$ cat src/hdl/prec_pkg.sv
package prec_pkg;
  // number of gate drive channels
  localparam int unsigned NUM_CH = 6;
  // timer clock rate and the host's least gap between frames
  localparam int unsigned CLK_MHZ = 100;
  localparam int unsigned XFER_GAP_NS = 1600;
  // cycles in the host's least gap between frames, for reference
  localparam int unsigned XFER_GAP_CYC = (XFER_GAP_NS * CLK_MHZ + 999) / 1000;
  // reset values
  localparam logic [5:0] GATE_RST = 6'h00;
  localparam logic [5:0] FAULT_RST = 6'h00;
  localparam logic [5:0] RETRY_RST = 6'h00;
  localparam logic [15:0] RETRY_CNT_RST = 16'h0000;
  // retry period in timer cycles; kept small and fixed for this wrapper
  localparam logic [15:0] RETRY_PERIOD = 16'h0FA0;
  // sequencer states, gray along power up
  typedef enum logic [1:0] {
    PREC_OFF_S = 2'b00,
    PREC_RST_S = 2'b01,
    PREC_RUN_S = 2'b11,
    PREC_DIS_S = 2'b10
  } prec_state_t;
endpackage : prec_pkg

$ cat src/hdl/prec_sync_if.sv
`timescale 1ns/1ps
// synchronised control levels passed from the synchroniser to the sequencer
interface prec_sync_if;
  logic reset_n; // synchronised external reset, active low
  logic enable_n; // synchronised global enable, active low
  modport src (output reset_n, output enable_n);
  modport dst (input reset_n, input enable_n);
endinterface : prec_sync_if

$ cat src/hdl/prec_sync.sv
`timescale 1ns/1ps
// two flop synchroniser for the reset and enable pins
module prec_sync (
  input wire logic ref_clk_in,
  input wire logic rst_b_in,
  input wire logic device_reset_in_n,
  input wire logic global_enable_in_n,
  prec_sync_if.src sync_out
);
  logic [1:0] meta_ff; // first stage, read only by second stage
  logic [1:0] stab_ff; // second stage
  logic [1:0] nxt_meta;
  logic [1:0] nxt_stab;

  // next values of both stages
  always_comb begin
    nxt_meta = {global_enable_in_n, device_reset_in_n};
    nxt_stab = meta_ff;
  end

  // reset holds device in reset and disabled
  always_ff @(posedge ref_clk_in or negedge rst_b_in) begin
    if (!rst_b_in) begin
      meta_ff <= 2'h2;
      stab_ff <= 2'h2;
    end else begin
      meta_ff <= nxt_meta;
      stab_ff <= nxt_stab;
    end
  end

  assign sync_out.reset_n = stab_ff[0];
  assign sync_out.enable_n = stab_ff[1];
endmodule : prec_sync

$ cat src/hdl/prec_seq.sv
`timescale 1ns/1ps
// How it works
// - gates low while supply below threshold
// - power on loads defaults, clears status, flag off
// - above threshold, initialise and accept commands
// - power down: flag off, gates held low
// - external reset: gates, timer, port, flag off
// - reset restores defaults; release re-enables port, flag
// - enable high: gates, diagnostics off, retry reset
// - disabled: port alive, faults and settings kept
// - enable low re-enables fault-shut outputs
module prec_seq (
  input wire logic ref_clk_in,
  input wire logic rst_b_in, // power-on reset from supply monitor
  input wire logic device_reset_in_n, // external reset pin
  input wire logic global_enable_in_n, // global enable pin
  input wire logic cmd_valid_in, // decoded serial command strobe
  input wire logic [5:0] cmd_gate_in, // gate bits of the command
  input wire logic [5:0] cmd_retry_in, // retry mode bits of the command
  input wire logic [5:0] fault_det_in, // per-channel fault pulses
  output logic [5:0] gate_drive_out, // gate drives
  output logic fault_flag_oe_out, // open-drain flag drives low when high
  output logic fault_flag_out_n, // flag level, low when a fault shows
  output logic port_enable_out, // serial port may accept frames
  output logic timer_run_out, // timer clock gated on
  output logic diag_enable_out, // diagnostics allowed
  output logic [5:0] fault_latched_out // latched fault status
);
  prec_sync_if sync_bus ();
  prec_pkg::prec_state_t state_ff, nxt_state;
  logic [5:0] gate_ff, nxt_gate; // programmed gate requests
  logic [5:0] retry_ff, nxt_retry; // auto-retry selects
  logic [5:0] fault_ff, nxt_fault; // latched faults
  logic [5:0] shut_ff, nxt_shut; // channels shut off by a fault
  logic [15:0] rcnt_ff, nxt_rcnt; // retry timer
  logic [5:0] drv_ff, nxt_drv;
  logic flag_oe_ff, nxt_flag_oe;
  logic flag_n_ff, nxt_flag_n; // flag pin level kept in its own flop
  logic port_ff, nxt_port;
  logic tmr_ff, nxt_tmr;
  logic diag_ff, nxt_diag;
  logic run_ok; // in run with enable low

  // synchronise external pins to the timer clock
  prec_sync u_sync (
    .ref_clk_in(ref_clk_in),
    .rst_b_in(rst_b_in),
    .device_reset_in_n(device_reset_in_n),
    .global_enable_in_n(global_enable_in_n),
    .sync_out(sync_bus.src)
  );

  // sequencer state
  always_comb begin
    case (state_ff)
      prec_pkg::PREC_OFF_S: nxt_state = prec_pkg::PREC_RST_S;
      prec_pkg::PREC_RST_S: begin
        // stay until external reset released
        nxt_state = sync_bus.reset_n ? prec_pkg::PREC_RUN_S : prec_pkg::PREC_RST_S;
      end
      prec_pkg::PREC_RUN_S: begin
        if (!sync_bus.reset_n) begin
          nxt_state = prec_pkg::PREC_RST_S;
        end else if (sync_bus.enable_n) begin
          nxt_state = prec_pkg::PREC_DIS_S;
        end else begin
          nxt_state = prec_pkg::PREC_RUN_S;
        end
      end
      prec_pkg::PREC_DIS_S: begin
        if (!sync_bus.reset_n) begin
          nxt_state = prec_pkg::PREC_RST_S;
        end else if (!sync_bus.enable_n) begin
          nxt_state = prec_pkg::PREC_RUN_S;
        end else begin
          nxt_state = prec_pkg::PREC_DIS_S;
        end
      end
      default: nxt_state = prec_pkg::PREC_OFF_S;
    endcase
  end

  assign run_ok = (state_ff == prec_pkg::PREC_RUN_S) && !(!sync_bus.reset_n)
    && !sync_bus.enable_n;

  // registers, faults and retry timer
  always_comb begin
    nxt_gate = gate_ff;
    nxt_retry = retry_ff;
    nxt_fault = fault_ff;
    nxt_shut = shut_ff;
    nxt_rcnt = rcnt_ff;
    if (state_ff == prec_pkg::PREC_RST_S || state_ff == prec_pkg::PREC_OFF_S) begin
      // defaults and cleared status
      nxt_gate = prec_pkg::GATE_RST;
      nxt_retry = prec_pkg::RETRY_RST;
      nxt_fault = prec_pkg::FAULT_RST;
      nxt_shut = prec_pkg::FAULT_RST;
      nxt_rcnt = prec_pkg::RETRY_CNT_RST;
    end else begin
      // port stays alive while disabled
      if (cmd_valid_in) begin
        nxt_gate = cmd_gate_in;
        nxt_retry = cmd_retry_in;
      end
      if (state_ff == prec_pkg::PREC_DIS_S) begin
        nxt_rcnt = prec_pkg::RETRY_CNT_RST;
        nxt_shut = prec_pkg::FAULT_RST;
      end else begin
        // set wins over the retry release
        if (rcnt_ff == prec_pkg::RETRY_PERIOD) begin
          nxt_rcnt = prec_pkg::RETRY_CNT_RST;
          nxt_shut = shut_ff & ~retry_ff;
        end else if (|(shut_ff & retry_ff)) begin
          nxt_rcnt = rcnt_ff + 16'h0001;
        end
        nxt_fault = fault_ff | fault_det_in;
        nxt_shut = nxt_shut | fault_det_in;
      end
    end
  end

  // output gating
  always_comb begin
    nxt_drv = run_ok ? (gate_ff & ~shut_ff) : prec_pkg::GATE_RST;
    nxt_flag_oe = run_ok && (|fault_ff);
    nxt_flag_n = ~nxt_flag_oe;
    nxt_port = (state_ff != prec_pkg::PREC_RST_S) && (state_ff != prec_pkg::PREC_OFF_S)
      && sync_bus.reset_n;
    nxt_tmr = nxt_port;
    nxt_diag = run_ok;
  end

  // power-on reset clears all state
  always_ff @(posedge ref_clk_in or negedge rst_b_in) begin
    if (!rst_b_in) begin
      state_ff <= prec_pkg::PREC_OFF_S;
      gate_ff <= prec_pkg::GATE_RST;
      retry_ff <= prec_pkg::RETRY_RST;
      fault_ff <= prec_pkg::FAULT_RST;
      shut_ff <= prec_pkg::FAULT_RST;
      rcnt_ff <= prec_pkg::RETRY_CNT_RST;
      drv_ff <= prec_pkg::GATE_RST;
      flag_oe_ff <= 1'b0;
      flag_n_ff <= 1'b1;
      port_ff <= 1'b0;
      tmr_ff <= 1'b0;
      diag_ff <= 1'b0;
    end else begin
      state_ff <= nxt_state;
      gate_ff <= nxt_gate;
      retry_ff <= nxt_retry;
      fault_ff <= nxt_fault;
      shut_ff <= nxt_shut;
      rcnt_ff <= nxt_rcnt;
      drv_ff <= nxt_drv;
      flag_oe_ff <= nxt_flag_oe;
      flag_n_ff <= nxt_flag_n;
      port_ff <= nxt_port;
      tmr_ff <= nxt_tmr;
      diag_ff <= nxt_diag;
    end
  end

  assign gate_drive_out = drv_ff;
  assign fault_flag_oe_out = flag_oe_ff;
  assign fault_flag_out_n = flag_n_ff;
  assign port_enable_out = port_ff;
  assign timer_run_out = tmr_ff;
  assign diag_enable_out = diag_ff;
  assign fault_latched_out = fault_ff;

  // gates never drive while disabled
  a_gate_off_dis: assert property (@(posedge ref_clk_in) disable iff (!rst_b_in)
    state_ff == prec_pkg::PREC_DIS_S |=> gate_drive_out == 6'h00)
    else $error("gates driven while disabled");
  // reset clears faults next cycle
  a_rst_clears: assert property (@(posedge ref_clk_in) disable iff (!rst_b_in)
    state_ff == prec_pkg::PREC_RST_S |=> fault_latched_out == 6'h00)
    else $error("faults not cleared in reset");
  // reset pin low reaches reset state within three cycles
  a_pin_reset: assert property (@(posedge ref_clk_in) disable iff (!rst_b_in)
    $fell(device_reset_in_n) ##1 !device_reset_in_n[*2]
      |=> state_ff == prec_pkg::PREC_RST_S)
    else $error("external reset not taken");
  // flag and port off during reset
  a_rst_quiet: assert property (@(posedge ref_clk_in) disable iff (!rst_b_in)
    state_ff == prec_pkg::PREC_RST_S |=> !fault_flag_oe_out && !port_enable_out)
    else $error("flag or port active in reset");
  // latched faults kept while disabled
  a_keep_fault: assert property (@(posedge ref_clk_in) disable iff (!rst_b_in)
    state_ff == prec_pkg::PREC_DIS_S && nxt_state == prec_pkg::PREC_DIS_S
      |=> fault_latched_out == $past(fault_latched_out))
    else $error("fault data lost while disabled");
  // retry timer reset while disabled
  a_retry_rst: assert property (@(posedge ref_clk_in) disable iff (!rst_b_in)
    state_ff == prec_pkg::PREC_DIS_S |=> rcnt_ff == 16'h0000)
    else $error("retry timer not reset");
  // re-enable clears fault shutdowns
  a_reenable: assert property (@(posedge ref_clk_in) disable iff (!rst_b_in)
    state_ff == prec_pkg::PREC_DIS_S ##1 state_ff == prec_pkg::PREC_RUN_S
      |-> shut_ff == 6'h00)
    else $error("shut channels not released");
  // gates forced low while in external reset
  a_gate_off_rst: assert property (@(posedge ref_clk_in) disable iff (!rst_b_in)
    state_ff == prec_pkg::PREC_RST_S |=> gate_drive_out == 6'h00)
    else $error("gates driven in reset");
  // timer clock stopped while in external reset
  a_timer_off_rst: assert property (@(posedge ref_clk_in) disable iff (!rst_b_in)
    state_ff == prec_pkg::PREC_RST_S |=> !timer_run_out)
    else $error("timer running in reset");
  // diagnostics off while disabled
  a_diag_off_dis: assert property (@(posedge ref_clk_in) disable iff (!rst_b_in)
    state_ff == prec_pkg::PREC_DIS_S |=> !diag_enable_out)
    else $error("diagnostics on while disabled");
  // serial port stays alive while disabled
  a_port_dis: assert property (@(posedge ref_clk_in) disable iff (!rst_b_in)
    state_ff == prec_pkg::PREC_DIS_S && sync_bus.reset_n |=> port_enable_out)
    else $error("port off while disabled");
  // leaving power-on reset goes to reset state next cycle
  a_power_up: assert property (@(posedge ref_clk_in) disable iff (!rst_b_in)
    state_ff == prec_pkg::PREC_OFF_S |=> state_ff == prec_pkg::PREC_RST_S)
    else $error("power up sequence broken");
endmodule : prec_seq

$ cat config.mk
export PLATFORM = sky130hd
export DESIGN_NAME = prec_seq
export DESIGN_NICKNAME = d
export VERILOG_FILES = /design/src/hdl/prec_pkg.sv /design/src/hdl/prec_sync_if.sv /design/src/hdl/prec_sync.sv /design/src/hdl/prec_seq.sv
export SDC_FILE = /design/constraint.sdc
export NUM_CORES = 1
export LEC_CHECK = 0
export CELL_PAD_IN_SITES_DETAIL_PLACEMENT = 1
export CELL_PAD_IN_SITES_GLOBAL_PLACEMENT = 2
export CORE_MARGIN = 2
export CORE_UTILIZATION = 37
export DETAILED_ROUTE_END_ITERATION = 7
export DONT_BUFFER_PORTS = 1
export GPL_ROUTABILITY_DRIVEN = 0
export PLACE_DENSITY = 0.81
export SYNTH_ARGS = -nofsm -noshare
export SYNTH_HDL_FRONTEND = slang
export SYNTH_SLANG_ARGS = --single-unit
$ cat constraint.sdc
create_clock -name ref_clk_in -period 1.48 [get_ports ref_clk_in]
set_input_delay 0.074 -clock ref_clk_in [delete_from_list [all_inputs] [get_ports ref_clk_in]]
set_output_delay 0.074 -clock ref_clk_in [all_outputs]
set_load 0.05 [all_outputs]
Word level (Yosys, flattened, before mapping)
Index checks and enable logic that the tools add are counted.
{"block": "totals", "reg_bits": 56, "in_bits": 23, "wordCells": 62}
{"block": "op_classes", "add_sub_neg": 1, "n_eq_ne": 6, "n_mux": 20, "bitwise": 8, "n_reduce_logical": 14}
{"operator": "two-way mux 6 bit", "n": 12}
{"operator": "two-way mux 16 bit", "n": 4}
{"operator": "bitwise AND 6 bit", "n": 3}
{"operator": "adder 16 x 1 -> 16 bit, second input constant", "n": 1}
{"operator": "== test 16 x 12 -> 1 bit, second input constant", "n": 1}
{"operator": "NOT 6 bit", "n": 2}
{"operator": "bitwise OR 6 bit", "n": 2}
{"operator": "OR reduction 6 bit", "n": 2}
{"operator": "case mux 2 bit (3 select lines)", "n": 1}
{"operator": "logical AND 1 bit", "n": 5}
{"operator": "== test 2 bit, second input constant", "n": 2}
{"operator": "two-way mux 2 bit", "n": 2}
{"operator": "nonzero test 2 bit", "n": 2}
{"operator": "nonzero test 4 bit", "n": 1}
{"operator": "== test 2 x 1 -> 1 bit, second input constant", "n": 1}
{"operator": "zero test 2 bit", "n": 1}
{"operator": "inequality test 2 x 1 -> 1 bit, second input constant", "n": 1}
{"operator": "inequality test 2 bit, second input constant", "n": 1}
{"operator": "OR reduction 2 bit", "n": 1}
{"operator": "zero test 1 bit", "n": 1}
{"operator": "logical OR 1 bit", "n": 1}
{"operator": "two-way mux 1 bit", "n": 1}
{"operator": "NOT 1 bit", "n": 1}

Longest topological paths before layout
Gate-level depths: netlist of run 1.
{"block": "depth", "depth_word": 8, "depth_mapped": 8, "ltp_nobuf": 6}

Hierarchy
A second synthesis of run 1 with hierarchy kept.
{"block": "unflattened", "cells_unflattened": 217, "area_unflattened_um2": 2434.8}
{"mod": "prec_seq", "instances": 1, "cells_each": 213, "area_per_inst_um2": 2332.2, "seq_area_each_um2": 1302.5}
{"mod": "prec_sync", "instances": 1, "cells_each": 4, "area_per_inst_um2": 102.6, "seq_area_each_um2": 102.6}

Worst setup path before layout of run 1
OpenSTA, ideal clock, no wires.
{"block": "synth_path", "path_kind": "register -> register", "startpoint": "reg rcnt_ff[0]", "endpoint": "reg rcnt_ff[11]", "setup_time_ns": 0.077, "arrival_time_ns": 1.553, "required_time_ns": 1.403, "slack_ns": -0.150, "path_stages_with_launch": 9, "n_path_buf": 2, "synth_period_minus_slack_ns": 1.630, "path_cell_list": "dfrtp_1 > inv_1 > ha_1 > and4bb_2 > and4_1 > buf_6 > or2_4 > buf_6 > a21oi_1"}
{"block": "synth_via", "elab_chain_len": 5, "word_cells_on_any_way": 7, "classes_between": "1 x add/sub; 1 x eq/ne; 4 x mux; 1 x reduce/logical"}
{"element": "from (decl)", "line_no": "prec_seq.sv:35", "text": "logic [15:0] rcnt_ff, nxt_rcnt;"}
{"element": "from (signal assigned)", "line_no": "prec_seq.sv:142", "text": "rcnt_ff <= prec_pkg::RETRY_CNT_RST;"}
{"element": "from (signal assigned)", "line_no": "prec_seq.sv:155", "text": "rcnt_ff <= nxt_rcnt;"}
{"element": "adder 16 x 1 -> 16 bit", "line_no": "prec_seq.sv:115", "text": "nxt_rcnt = rcnt_ff + 16'h0001;"}
{"element": "two-way mux 16 bit", "line_no": "prec_seq.sv:114", "text": "end else if (|(shut_ff & retry_ff)) begin"}
{"element": "two-way mux 16 bit", "line_no": "prec_seq.sv:111", "text": "if (rcnt_ff == prec_pkg::RETRY_PERIOD) begin"}
{"element": "two-way mux 16 bit", "line_no": "prec_seq.sv:106", "text": "if (state_ff == prec_pkg::PREC_DIS_S) begin"}
{"element": "two-way mux 16 bit", "line_no": "prec_seq.sv:93", "text": "if (state_ff == prec_pkg::PREC_RST_S || state_ff == prec_pkg::PREC_OFF_S) begin"}
Several ways; a longest one is shown, not always the timed one. The select of a mux whose other input is x is not followed.
A chain may end at the register's enable or synchronous reset.

Final worst setup path of run 1
{"block": "layout_path", "startpoint": "reg rcnt_ff[5]", "endpoint": "reg rcnt_ff[15]"}
The elaborated chain is that of the path after synthesis.

==> qor.yml, run 1 <==
clock_tree.htree_level_count: 2
cp.arrival_ns: 1.81
cts_tree: "built"
synth_warnings: 0
antenna_found_initial: 0
syn2layout_area_growth_pct: 43.1
hold_path_class: "primary input to async pin"
hold_viol: 0
clkSinkCount: 56
seqPwrFrac_pct: 54.4
numCtsBuffers: 5
grt_max_degree: 57
slew_viol_final: 0
synth_ff_type: "dfrtp_1"
coreArea_sq_mm: 0.00642
netlist_instances: 220
first_global_vias: 2329
drt_iter0_markers: 68
drt_pre_antenna_iters: 4
synth_seq_cells: 56
synthArstFlopShare_pct: 100
netlist_area_sq_mm: 0.00249
fmax_mhz: 639
drive_gt1_share_pct: 37.3
worstSetupEndpointType: "flop"
p_per_area_mw_per_mm2: 859
finalNonFillerCells: 380
cp_max_fo: 4
totalWireLength_microns: 7730
p_int_mw: 2.20
violations: "setup timing"
dp.cells: 328
critical_path_class: "flop to flop"
p_leak_nw: 1.59
skew_ns: 0.0119
synth_top_cell_area_share_pct: 53.2
die_x_microns: 86.1
switchingPower_mw: 0.867
grt_overflow_total: 0
synth.largest_area_cell: "dfrtp_1"
final_nets: 327
viasPerCell: 5.55
synth_edf_count: 0
timing.final.ws_setup_ns: -0.0851
fin_crit_ns: 1.57
rsz0062_at_grt: "yes"
grt_pass1_wl_microns: 12000
cap_violations: 0
vias: 2110
finalCritPeriodShare_pct: 106
syn_area_per_cell_sq_um: 11.3
rows: 29
drc: 0
n_antenna_cell: 0
dp_worst_setup_slack_ns: -0.102
clockBufferDepth: 2
pwr-share-comb_pct: 18.3
pwr-share-clk_pct: 27.3
dieArea_sq_mm: 0.00741
worst_pin_slew_ns: 0.501
path_clk_slew_ns: 0.10
required_ns: 1.72
timing.hold.ws_ns: 0.274
grt_usage_pct: 21.0
yosys-top-cells-area: "dfrtp_1, mux2i_1, nor2b_1"
peakVddDrop_mv: 0.508
chipHeight_microns: 86.1
port_buffers: 0
ant_nets: 0
ys_types: 38
yosysSeqAreaShare_pct: 56.4
slew_headroom_pct: 66.6
io_pins: 40
dpl.hpwl_microns: 4280
clk_latency_ns: 0.31
start_util_pct: 38.8
setup_viol: 19
status: "finished, violations left"
root_buffer: "clkbuf_8"
start_kind: "flop"
post_drt_wl_per_cell_microns: 20.3
synth_nets: 245
swShare_pct: 28.3
logic make-up (layout without fill, tap and decap cells):
group	count (synthesis)	after routing	share of synthesized area (%)
mux	12	12	4.82
xor+xnor	1	1	0.352
flops	56	56	56.4
compound gates	47	47	11.8
buf+inv	21	103	4.72
simple gates	81	82	20.9
fa+ha+maj	2	2	1.00
state kept, by name, indices dropped and copies added, names as in the netlist:
register,cells
gate_drive_out,6
state_ff,2
retry_ff,6
rcnt_ff,16
fault_latched_out,6
diag_enable_out,1
fault_flag_oe_out,1
u_sync.meta_ff,2
timer_run_out,1
u_sync.stab_ff,2
gate_ff,6
shut_ff,6
fault_flag_out_n,1
cells in the final DEF (no fill, tap or decap), drive strengths merged, types with 4 or more instances in the layout:
cell type / count
or3: 7
nand3: 5
o31ai: 8
nand2: 10
nor2: 10
buf: 51
inv: 11
nor2b: 18
dlygate4sd3: 33
a21oi: 21
or4: 7
and2: 4
o21ai: 7
dfrtp: 53
a311oi: 6
mux2i: 12
clkbuf: 6
nor3b: 7
cell usage after synthesis, drive strengths merged, types with 2 or more instances:
cell and instances:
dfrtp 53, a21oi 21, nor2b 18, mux2i 12
inv 11, nand2 10, nor2 10, o31ai 8
buf 7, nor3b 7, o21ai 7, or3 7
or4 7, a311oi 6, nand3 5, and2 4
a22o 3, and4 3, clkbuf 3, dfstp 3
ha 2, nand4 2, nor4 2
path summary, 6_finish.rpt:
| kind | startpoint | endpoint | slack, ns | depth (start not counted) |
|---|---|---|---|---|
| worst max-delay path | rcnt_ff[5] | rcnt_ff[15] | -0.09 | 4 |
| worst min-delay path | rst_b_in | rcnt_ff[4] | 0.27 | 2 |
| worst max register to register | rcnt_ff[5] | rcnt_ff[15] | -0.09 | 4 |
| worst min register to register | u_sync.meta_ff[1] | u_sync.stab_ff[1] | 0.36 | 0 |
| max in group asynchronous | rst_b_in | u_sync.meta_ff[1] | 0.90 | 2 |
| min in group ref_clk_in | global_enable_in_n | u_sync.meta_ff[1] | 0.30 | 1 |
layer usage:
| layer | GRT usage [%] | vias up | wire [microns] |
|---|---|---|---|
| li1 | - | 952 | - |
| met5 | 0 | - | 0 |
| met3 | 4.52 | 18 | 358 |
| met1 | 26.4 | 1088 | 3180 |
| met2 | 36.2 | 52 | 4030 |
| met4 | 6.35 | 0 | 153 |
through the flow:
stage | utilization (%) | instance area [sq um] | TNS, ns | power [mW]
2_1_floorplan | - | 2500 | -1.27 | 1.92
6_report | 55.5 | 3570 | -0.704 | 3.06
3_5_place_dp | 44.2 | 2840 | -1.56 | 2.04
3_3_place_gp | 44.2 | 2840 | -0.535 | 2.02
5_1_grt | 55.5 | 3570 | -2.02 | 3.18
4_1_cts | 53.7 | 3450 | -0.426 | 3.04
critical path, cell delays in order (launching register included):
cell and delay, ns:
dfrtp_1 0.38, and4_4 0.30, nand4_4 0.12, or4_4 0.54
a21oi_2 0.16
power by group through the flow:
| stage | clock (mW) | combinational [mW] | sequential [mW] |
|---|---|---|---|
| finish | 0.835 | 0.561 | 1.67 |
| floorplan | 0 | 0.184 | 1.73 |
| global route | 0.898 | 0.603 | 1.68 |
| CTS | 0.851 | 0.521 | 1.66 |
| global placement | 0 | 0.337 | 1.69 |
| detailed placement | 0 | 0.351 | 1.69 |
area by class of cell:
| type | count | area, sq um |
|---|---|---|
| clock inverters | 2 | 12.5 |
| well taps | 77 | 96.3 |
| multi-input cells | 144 | 1180 |
| repair buffers | 84 | 761 |
| fillers | 677 | 2860 |
| inverters | 11 | 41.3 |
| clock buffers | 6 | 72.6 |
| flip-flops and latches | 56 | 1410 |
timing repair:
| item | CTS | global route |
|---|---|---|
| pin swaps | 16 | 9 |
| hold endpoints to repair | 82 | 0 |
| gates resized for setup | 27 | 32 |
| setup buffers | 7 | 2 |
| hold buffers | 34 | 0 |
| gates cloned | 1 | 0 |
| setup endpoints to repair | 29 | 26 |
No activity file was read; power rests on OpenSTA's default activity.
==> run 2, diff against run 1 <==
--- a/config.mk
+++ b/config.mk
@@ -5,7 +5,7 @@
 export SDC_FILE = /design/constraint.sdc
 export NUM_CORES = 1
 export LEC_CHECK = 0
-export CELL_PAD_IN_SITES_DETAIL_PLACEMENT = 1
+export CELL_PAD_IN_SITES_DETAIL_PLACEMENT = 2
 export CELL_PAD_IN_SITES_GLOBAL_PLACEMENT = 2
 export CORE_MARGIN = 2
 export CORE_UTILIZATION = 37
==> run 2 against run 1 <==
Wire length is 39% higher. Largest power group unchanged. Fmax is 12% lower. Register-to-register slack worse by 0.22 ns. Design area is 0.56% higher. The flow still finishes with violations (setup timing). Die area stayed put. Total power is 10% higher. Clock power is 29% higher. Combinational power is 9.3% higher. Hold slack worse by 0.26 ns. Clock skew hardly changed.
==> qor.yml, run 2 (same netlist as run 1, synthesis figures left out) <==
status: "finished, violations left"
violations: "setup timing"
skew_ns: 0.0115  # -0.000386 ns
required_ns: 1.73  # about the same
start_util_pct: 38.8  # unchanged
io_pins: 40  # unchanged
drive_gt1_share_pct: 35.3  # -2.0 points
dp_worst_setup_slack_ns: -0.221  # -0.119 ns
peakVddDrop_mv: 0.731  # +44%
top_register: "rcnt_ff"
dpl.hpwl_microns: 5180  # +21%
p_int_mw: 2.40  # +9.0%
ant_nets: 0  # unchanged
min_from: "cmd_valid_in"
fin_crit_ns: 1.78  # +0.215 ns
cp_cell_sequence: "a22o_2 -> nor4_4 -> buf_4 -> clkbuf_16 -> o31ai_1 -> a21oi_1"
coreArea_sq_mm: 0.00642  # unchanged
setup_viol: 24  # +5
die_x_microns: 86.1  # unchanged
power.total_mw: 3.37  # +10%
start_kind: "flop"
cts_tree: "built"
slew_headroom_pct: 66.1  # -0.48 points
slew_viol_final: 0  # unchanged
grt_pass1_wl_microns: 15000  # +26%
clockBufferDepth: 2  # unchanged
path_clk_slew_ns: 0.11  # about the same
critPathLaunch: "retry_ff[3]"
clkSinkCount: 56  # unchanged
rows: 29  # unchanged
dieArea_sq_mm: 0.00741  # unchanged
vias: 2252  # +6.7%
largest_register_ffs: 16  # unchanged
clock_tree.htree_level_count: 2  # unchanged
pwr-share-clk_pct: 32.1  # +4.8 points
first_global_vias: 2523  # +8.3%
drc: 0  # unchanged
n_antenna_cell: 0  # unchanged
regToRegStartpoint: "retry_ff[3]"
drt_iter0_markers: 119  # +75%
final_nets: 330  # +0.92%
mostFrequentLayoutCell: "dfrtp_1"
syn2layout_area_growth_pct: 43.9
grt_usage_pct: 28.3  # +7.3 points
pwr-share-comb_pct: 18.2  # about the same
hold_path_class: "primary input to flop"
grt_overflow_total: 0  # unchanged
root_buffer: "clkbuf_8"
critical_path_class: "flop to flop"
rsz0062_at_grt: "yes"
finalNonFillerCells: 383  # +0.79%
dp.cells: 328  # unchanged
cap_violations: 0  # unchanged
clk_latency_ns: 0.33  # +0.02 ns
crit_family: "compound AO/OA/AOI/OAI gates"
p_per_area_mw_per_mm2: 941  # +9.5%
worst_pin_slew_ns: 0.509  # +0.00727 ns
numCtsBuffers: 5  # unchanged
hold_viol: 0  # unchanged
chipHeight_microns: 86.1  # unchanged
port_buffers: 0  # unchanged
viasPerCell: 5.88  # +5.9%
switchingPower_mw: 0.978  # +13%
totalWireLength_microns: 10700  # +39%
crit_buf_inv: 2  # +2
multi_input_area_sq_mm: 0.00113  # -3.8%
cp_max_fo: 6  # +2
swShare_pct: 29.0  # +0.69 points
utilization_pct: 55.8  # +0.31 points
final_cell_mix: "dfrtp_1, buf_4, dlygate4sd3_1, nor2b_1, a21oi_1"
cp_slowest_cell: "dfrtp_1"
cp.arrival_ns: 2.03  # +0.22 ns
num-fill-cells: 618  # -8.7%
post_drt_wl_per_cell_microns: 28.0  # +37%
regArea_sq_mm: 0.00141  # unchanged
final_area_sq_mm: 0.00359  # +0.56%
drt_pre_antenna_iters: 4  # unchanged
finalCritPeriodShare_pct: 120  # +15 points
timing.final.ws_setup_ns: -0.300  # -0.215 ns
worstSetupEndpointType: "flop"
seqPwrFrac_pct: 49.8  # -4.6 points
critPathMaxStageDelay_ns: 0.44  # -0.10 ns
postPlaceCellArea_sq_mm: 0.00284  # unchanged
p_leak_nw: 1.61  # +1.6%
grt_max_degree: 57  # unchanged
fmax_mhz: 562  # -12%
antenna_found_initial: 0  # unchanged
run 2: cell types whose count changed in the layout (fill, tap and decap cells not counted), sizes merged:
cell | before | now
buf | 51 | 55
dlygate4sd3 | 33 | 31
bufinv | 0 | 1
clkbuf | 6 | 7
clkinv | 1 | 0
clkinvlp | 1 | 0
inv | 11 | 12
run 2: per-stage QoR:
stage               hold slack (ns)  TNS, ns
finish                       0.0184    -4.04
global route                0.00199    -5.22
detailed placement           -0.220    -3.83
floorplan                    -0.222    -1.27
CTS                         0.00872   -0.735
global placement             -0.218   -0.535
run 2: metal layers:
metal	global-route usage, %	routed length [microns]	vias up
li1	-	-	964
met5	0	0	-
met2	51.2	5600	74
met4	13.9	464	0
met1	31.1	4230	1185
met3	5.97	414	29
run 2: worst paths after layout:
path / to / slack [ns] / cells after the start
worst max register to register: rcnt_ff[6] / -0.30 / 6
max in group asynchronous: fault_flag_out_n / 0.92 / 2
worst min register to register: u_sync.stab_ff[1] / 0.37 / 0
worst min-delay path: retry_ff[3] / 0.02 / 2
min in group asynchronous: gate_ff[0] / 0.26 / 2
worst max-delay path: rcnt_ff[6] / -0.30 / 6
run 2: repair_timing:
item / CTS / global route
hold endpoints to repair: 81 / 1
resized for setup: 28 / 21
gates cloned: 1 / 2
hold buffers: 31 / 1
setup endpoints to repair: 30 / 30
pin swaps: 13 / 12
buffers inserted: 9 / 3
run 2: power by group through the flow:
| stage | clock [mW] | combinational [mW] | sequential, mW |
|---|---|---|---|
| after floorplan | 0 | 0.184 | 1.73 |
| after detailed placement | 0 | 0.360 | 1.69 |
| after global placement | 0 | 0.337 | 1.69 |
| final | 1.08 | 0.613 | 1.68 |
| after global routing | 1.17 | 0.641 | 1.68 |
| after CTS | 1.06 | 0.522 | 1.66 |
run 2: layout make-up:
cell class                 count  area share [%]
inverter                      11            1.15
timing repair buffer          87            22.3
multi-input combinational    144            31.6
tap                           77            2.69
clock buffer                   6            2.02
sequential                    56            39.2
clock inverter                 2            1.08
==> run 3, diff against run 2 <==
--- a/config.mk
+++ b/config.mk
@@ -12,6 +12,7 @@
 export DETAILED_ROUTE_END_ITERATION = 7
 export DONT_BUFFER_PORTS = 1
 export GPL_ROUTABILITY_DRIVEN = 0
+export HOLD_SLACK_MARGIN = 0.15
 export PLACE_DENSITY = 0.81
 export SYNTH_ARGS = -nofsm -noshare
 export SYNTH_HDL_FRONTEND = slang
==> run 3 against run 2 <==
The run still ends with setup timing left. Core utilization increased by 2.6 points. Sequential share of layout area shrank 1.7 points. Clock-buffer cell count is the same. Via count increased by 0.67%. Clock skew grew 0.0098 ns. Sequential power is essentially flat. Cell count rose by 1.6%. Fmax fell by 7.4%. Wire length increased by 12%. Sequential cell count unchanged. Clock power barely moved. Setup slack lost 0.14 ns.
==> qor.yml, run 3 (same netlist as run 1, synthesis figures left out) <==
skew_ns: 0.0214  # +0.00984 ns
drt_pre_antenna_iters: 4  # unchanged
hold_viol: 0  # unchanged
cp_max_fo: 4  # -2
clk_latency_ns: 0.32  # about the same
p_per_area_mw_per_mm2: 916  # -2.7%
final_cell_mix: "dfrtp_1, buf_4, dlygate4sd3_1, nor2b_1"
min_from: "cmd_valid_in"
cap_violations: 0  # unchanged
mostFrequentLayoutCell: "dfrtp_1"
required_ns: 1.70  # -0.03 ns
grt_pass1_wl_microns: 15300  # +2.2%
n_antenna_cell: 0  # unchanged
ant_nets: 0  # unchanged
drt_iter0_markers: 104  # -13%
regToRegStartpoint: "rcnt_ff[1]"
timing.final.ws_setup_ns: -0.443  # -0.142 ns
largest_register_ffs: 16  # unchanged
first_global_vias: 2553  # +1.2%
holdPathStages: 3  # +1
numCtsBuffers: 5  # unchanged
cts_tree: "built"
regArea_sq_mm: 0.00141  # about the same
antenna_found_initial: 0  # unchanged
grt_overflow_total: 0  # unchanged
grt_usage_pct: 28.4  # +0.11 points
port_buffers: 0  # unchanged
post_drt_wl_per_cell_microns: 30.9  # +11%
fmax_mhz: 520  # -7.4%
coreArea_sq_mm: 0.00642  # unchanged
viasPerCell: 5.83  # -0.89%
final_nets: 336  # +1.8%
start_kind: "flop"
clock_tree.htree_level_count: 2  # unchanged
p_leak_nw: 1.69  # +4.6%
reg2reg_slack_ns: -0.44  # -0.14 ns
finalCritPeriodShare_pct: 130  # +9.6 points
dpl.hpwl_microns: 5180  # unchanged
worst_pin_slew_ns: 0.487  # -0.0216 ns
slew_viol_final: 0  # unchanged
fin_crit_ns: 1.92  # +0.142 ns
violations: "setup timing"
peakVddDrop_mv: 0.998  # +36%
clkSinkCount: 56  # unchanged
drive_gt1_share_pct: 40.7  # +5.4 points
top_register: "rcnt_ff"
setup_viol: 29  # +21%
die_x_microns: 86.1  # unchanged
start_util_pct: 38.8  # unchanged
utilization_pct: 58.4  # +2.6 points
setup_tns_ns: -5.57  # -1.53 ns
chipHeight_microns: 86.1  # unchanged
cp.arrival_ns: 2.14  # +0.11 ns
rsz0062_at_grt: "yes"
totalWireLength_microns: 12000  # +12%
clockBufferDepth: 2  # unchanged
rr_worst_depth: 6  # unchanged
grt_max_degree: 57  # unchanged
status: "finished, violations left"
r2r-end: "rcnt_ff[6]"
worstSetupEndpointType: "flop"
drc: 0  # unchanged
io_pins: 40  # unchanged
vias: 2267  # +0.67%
rows: 29  # unchanged
hold_end: "retry_ff[0]"
root_buffer: "clkbuf_8"
dieArea_sq_mm: 0.00741  # unchanged
slew_headroom_pct: 67.6  # +1.4 points
critical_path_class: "flop to flop"
hold_path_class: "primary input to flop"
syn2layout_area_growth_pct: 50.6
multi_input_area_sq_mm: 0.00121  # +7.2%
path_clk_slew_ns: 0.12  # about the same
num-fill-cells: 600  # -2.9%
run 3: changes by cell type in the layout (fill, tap and decap cells not counted), moves of 3 or more:
cell     previous run  this run
or3_4               3         0
buf_4              48        51
or3_1               4         7
nor3b_1             6         2
a21oi_1            15         9
nor3b_2             1         4
a21oi_2             5        11
run 3: cell type report:
cell class,count,share of cell area [%]
Timing Repair Buffer,93,23.5
Multi-Input combinational cell,144,32.3
Sequential cell,56,37.5
Clock buffer,6,1.93
Clock inverter,2,1.03
Tap cell,77,2.57
Inverter,11,1.10
run 3: worst max-delay path, cell delays in order (launching register included):
cell and delay [ns]:
dfrtp_1 0.54, buf_6 0.16, ha_4 0.13, buf_4 0.11, nand2_2 0.09, or4_1 0.55, a21oi_1 0.25
run 3: what timing repair did:
action | in CTS | in global routing
hold buffers | 34 | 1
gates resized for setup | 28 | 44
endpoints found under the hold margin | 82 | 3
buffers inserted | 9 | 8
gates cloned | 1 | 3
pin swaps | 13 | 13
endpoints found under the setup margin | 30 | 33
run 3: layer usage:
metal,GRT usage (%),wire length (microns),vias to the layer above,part of all wire (%)
li1,-,-,966,-
met4,9.09,523,0,4.3
met3,4.33,487,33,4.0
met1,34.4,4750,1192,39
met2,51.4,6280,76,52
met5,0,0,-,0
run 3: metrics by stage:
| step | total power [mW] | hold slack [ns] | instance area (sq um) | cells | setup slack [ns] |
|---|---|---|---|---|---|
| after floorplan | 1.92 | -0.222 | 2500 | 220 | -0.128 |
| after global placement | 2.02 | -0.218 | 2840 | 328 | -0.0400 |
| after detailed placement | 2.05 | -0.220 | 2840 | 328 | -0.221 |
| after CTS | 3.26 | 0.286 | 3460 | 380 | -0.102 |
| after global routing | 3.56 | 0.217 | 3750 | 389 | -0.452 |
| final | 3.44 | 0.185 | 3750 | 389 | -0.443 |
run 3: worst max path at each step:
stage	cells after the start	to	start
6_report	6	rcnt_ff[6]	rcnt_ff[1]
5_1_grt	6	rcnt_ff[6]	rcnt_ff[1]
4_1_cts	6	rcnt_ff[6]	rcnt_ff[1]
3_5_place_dp	6	shut_ff[5]	rcnt_ff[1]
3_3_place_gp	5	rcnt_ff[12]	shut_ff[1]
2_1_floorplan	8	rcnt_ff[11]	rcnt_ff[0]
run 3: power breakdown:
group	leakage (nW)	switching (mW)	internal, mW	total [mW]
Combinational	0.898	0.367	0.317	0.683
Clock	0.0558	0.549	0.514	1.06
Sequential	0.735	0.0915	1.60	1.69
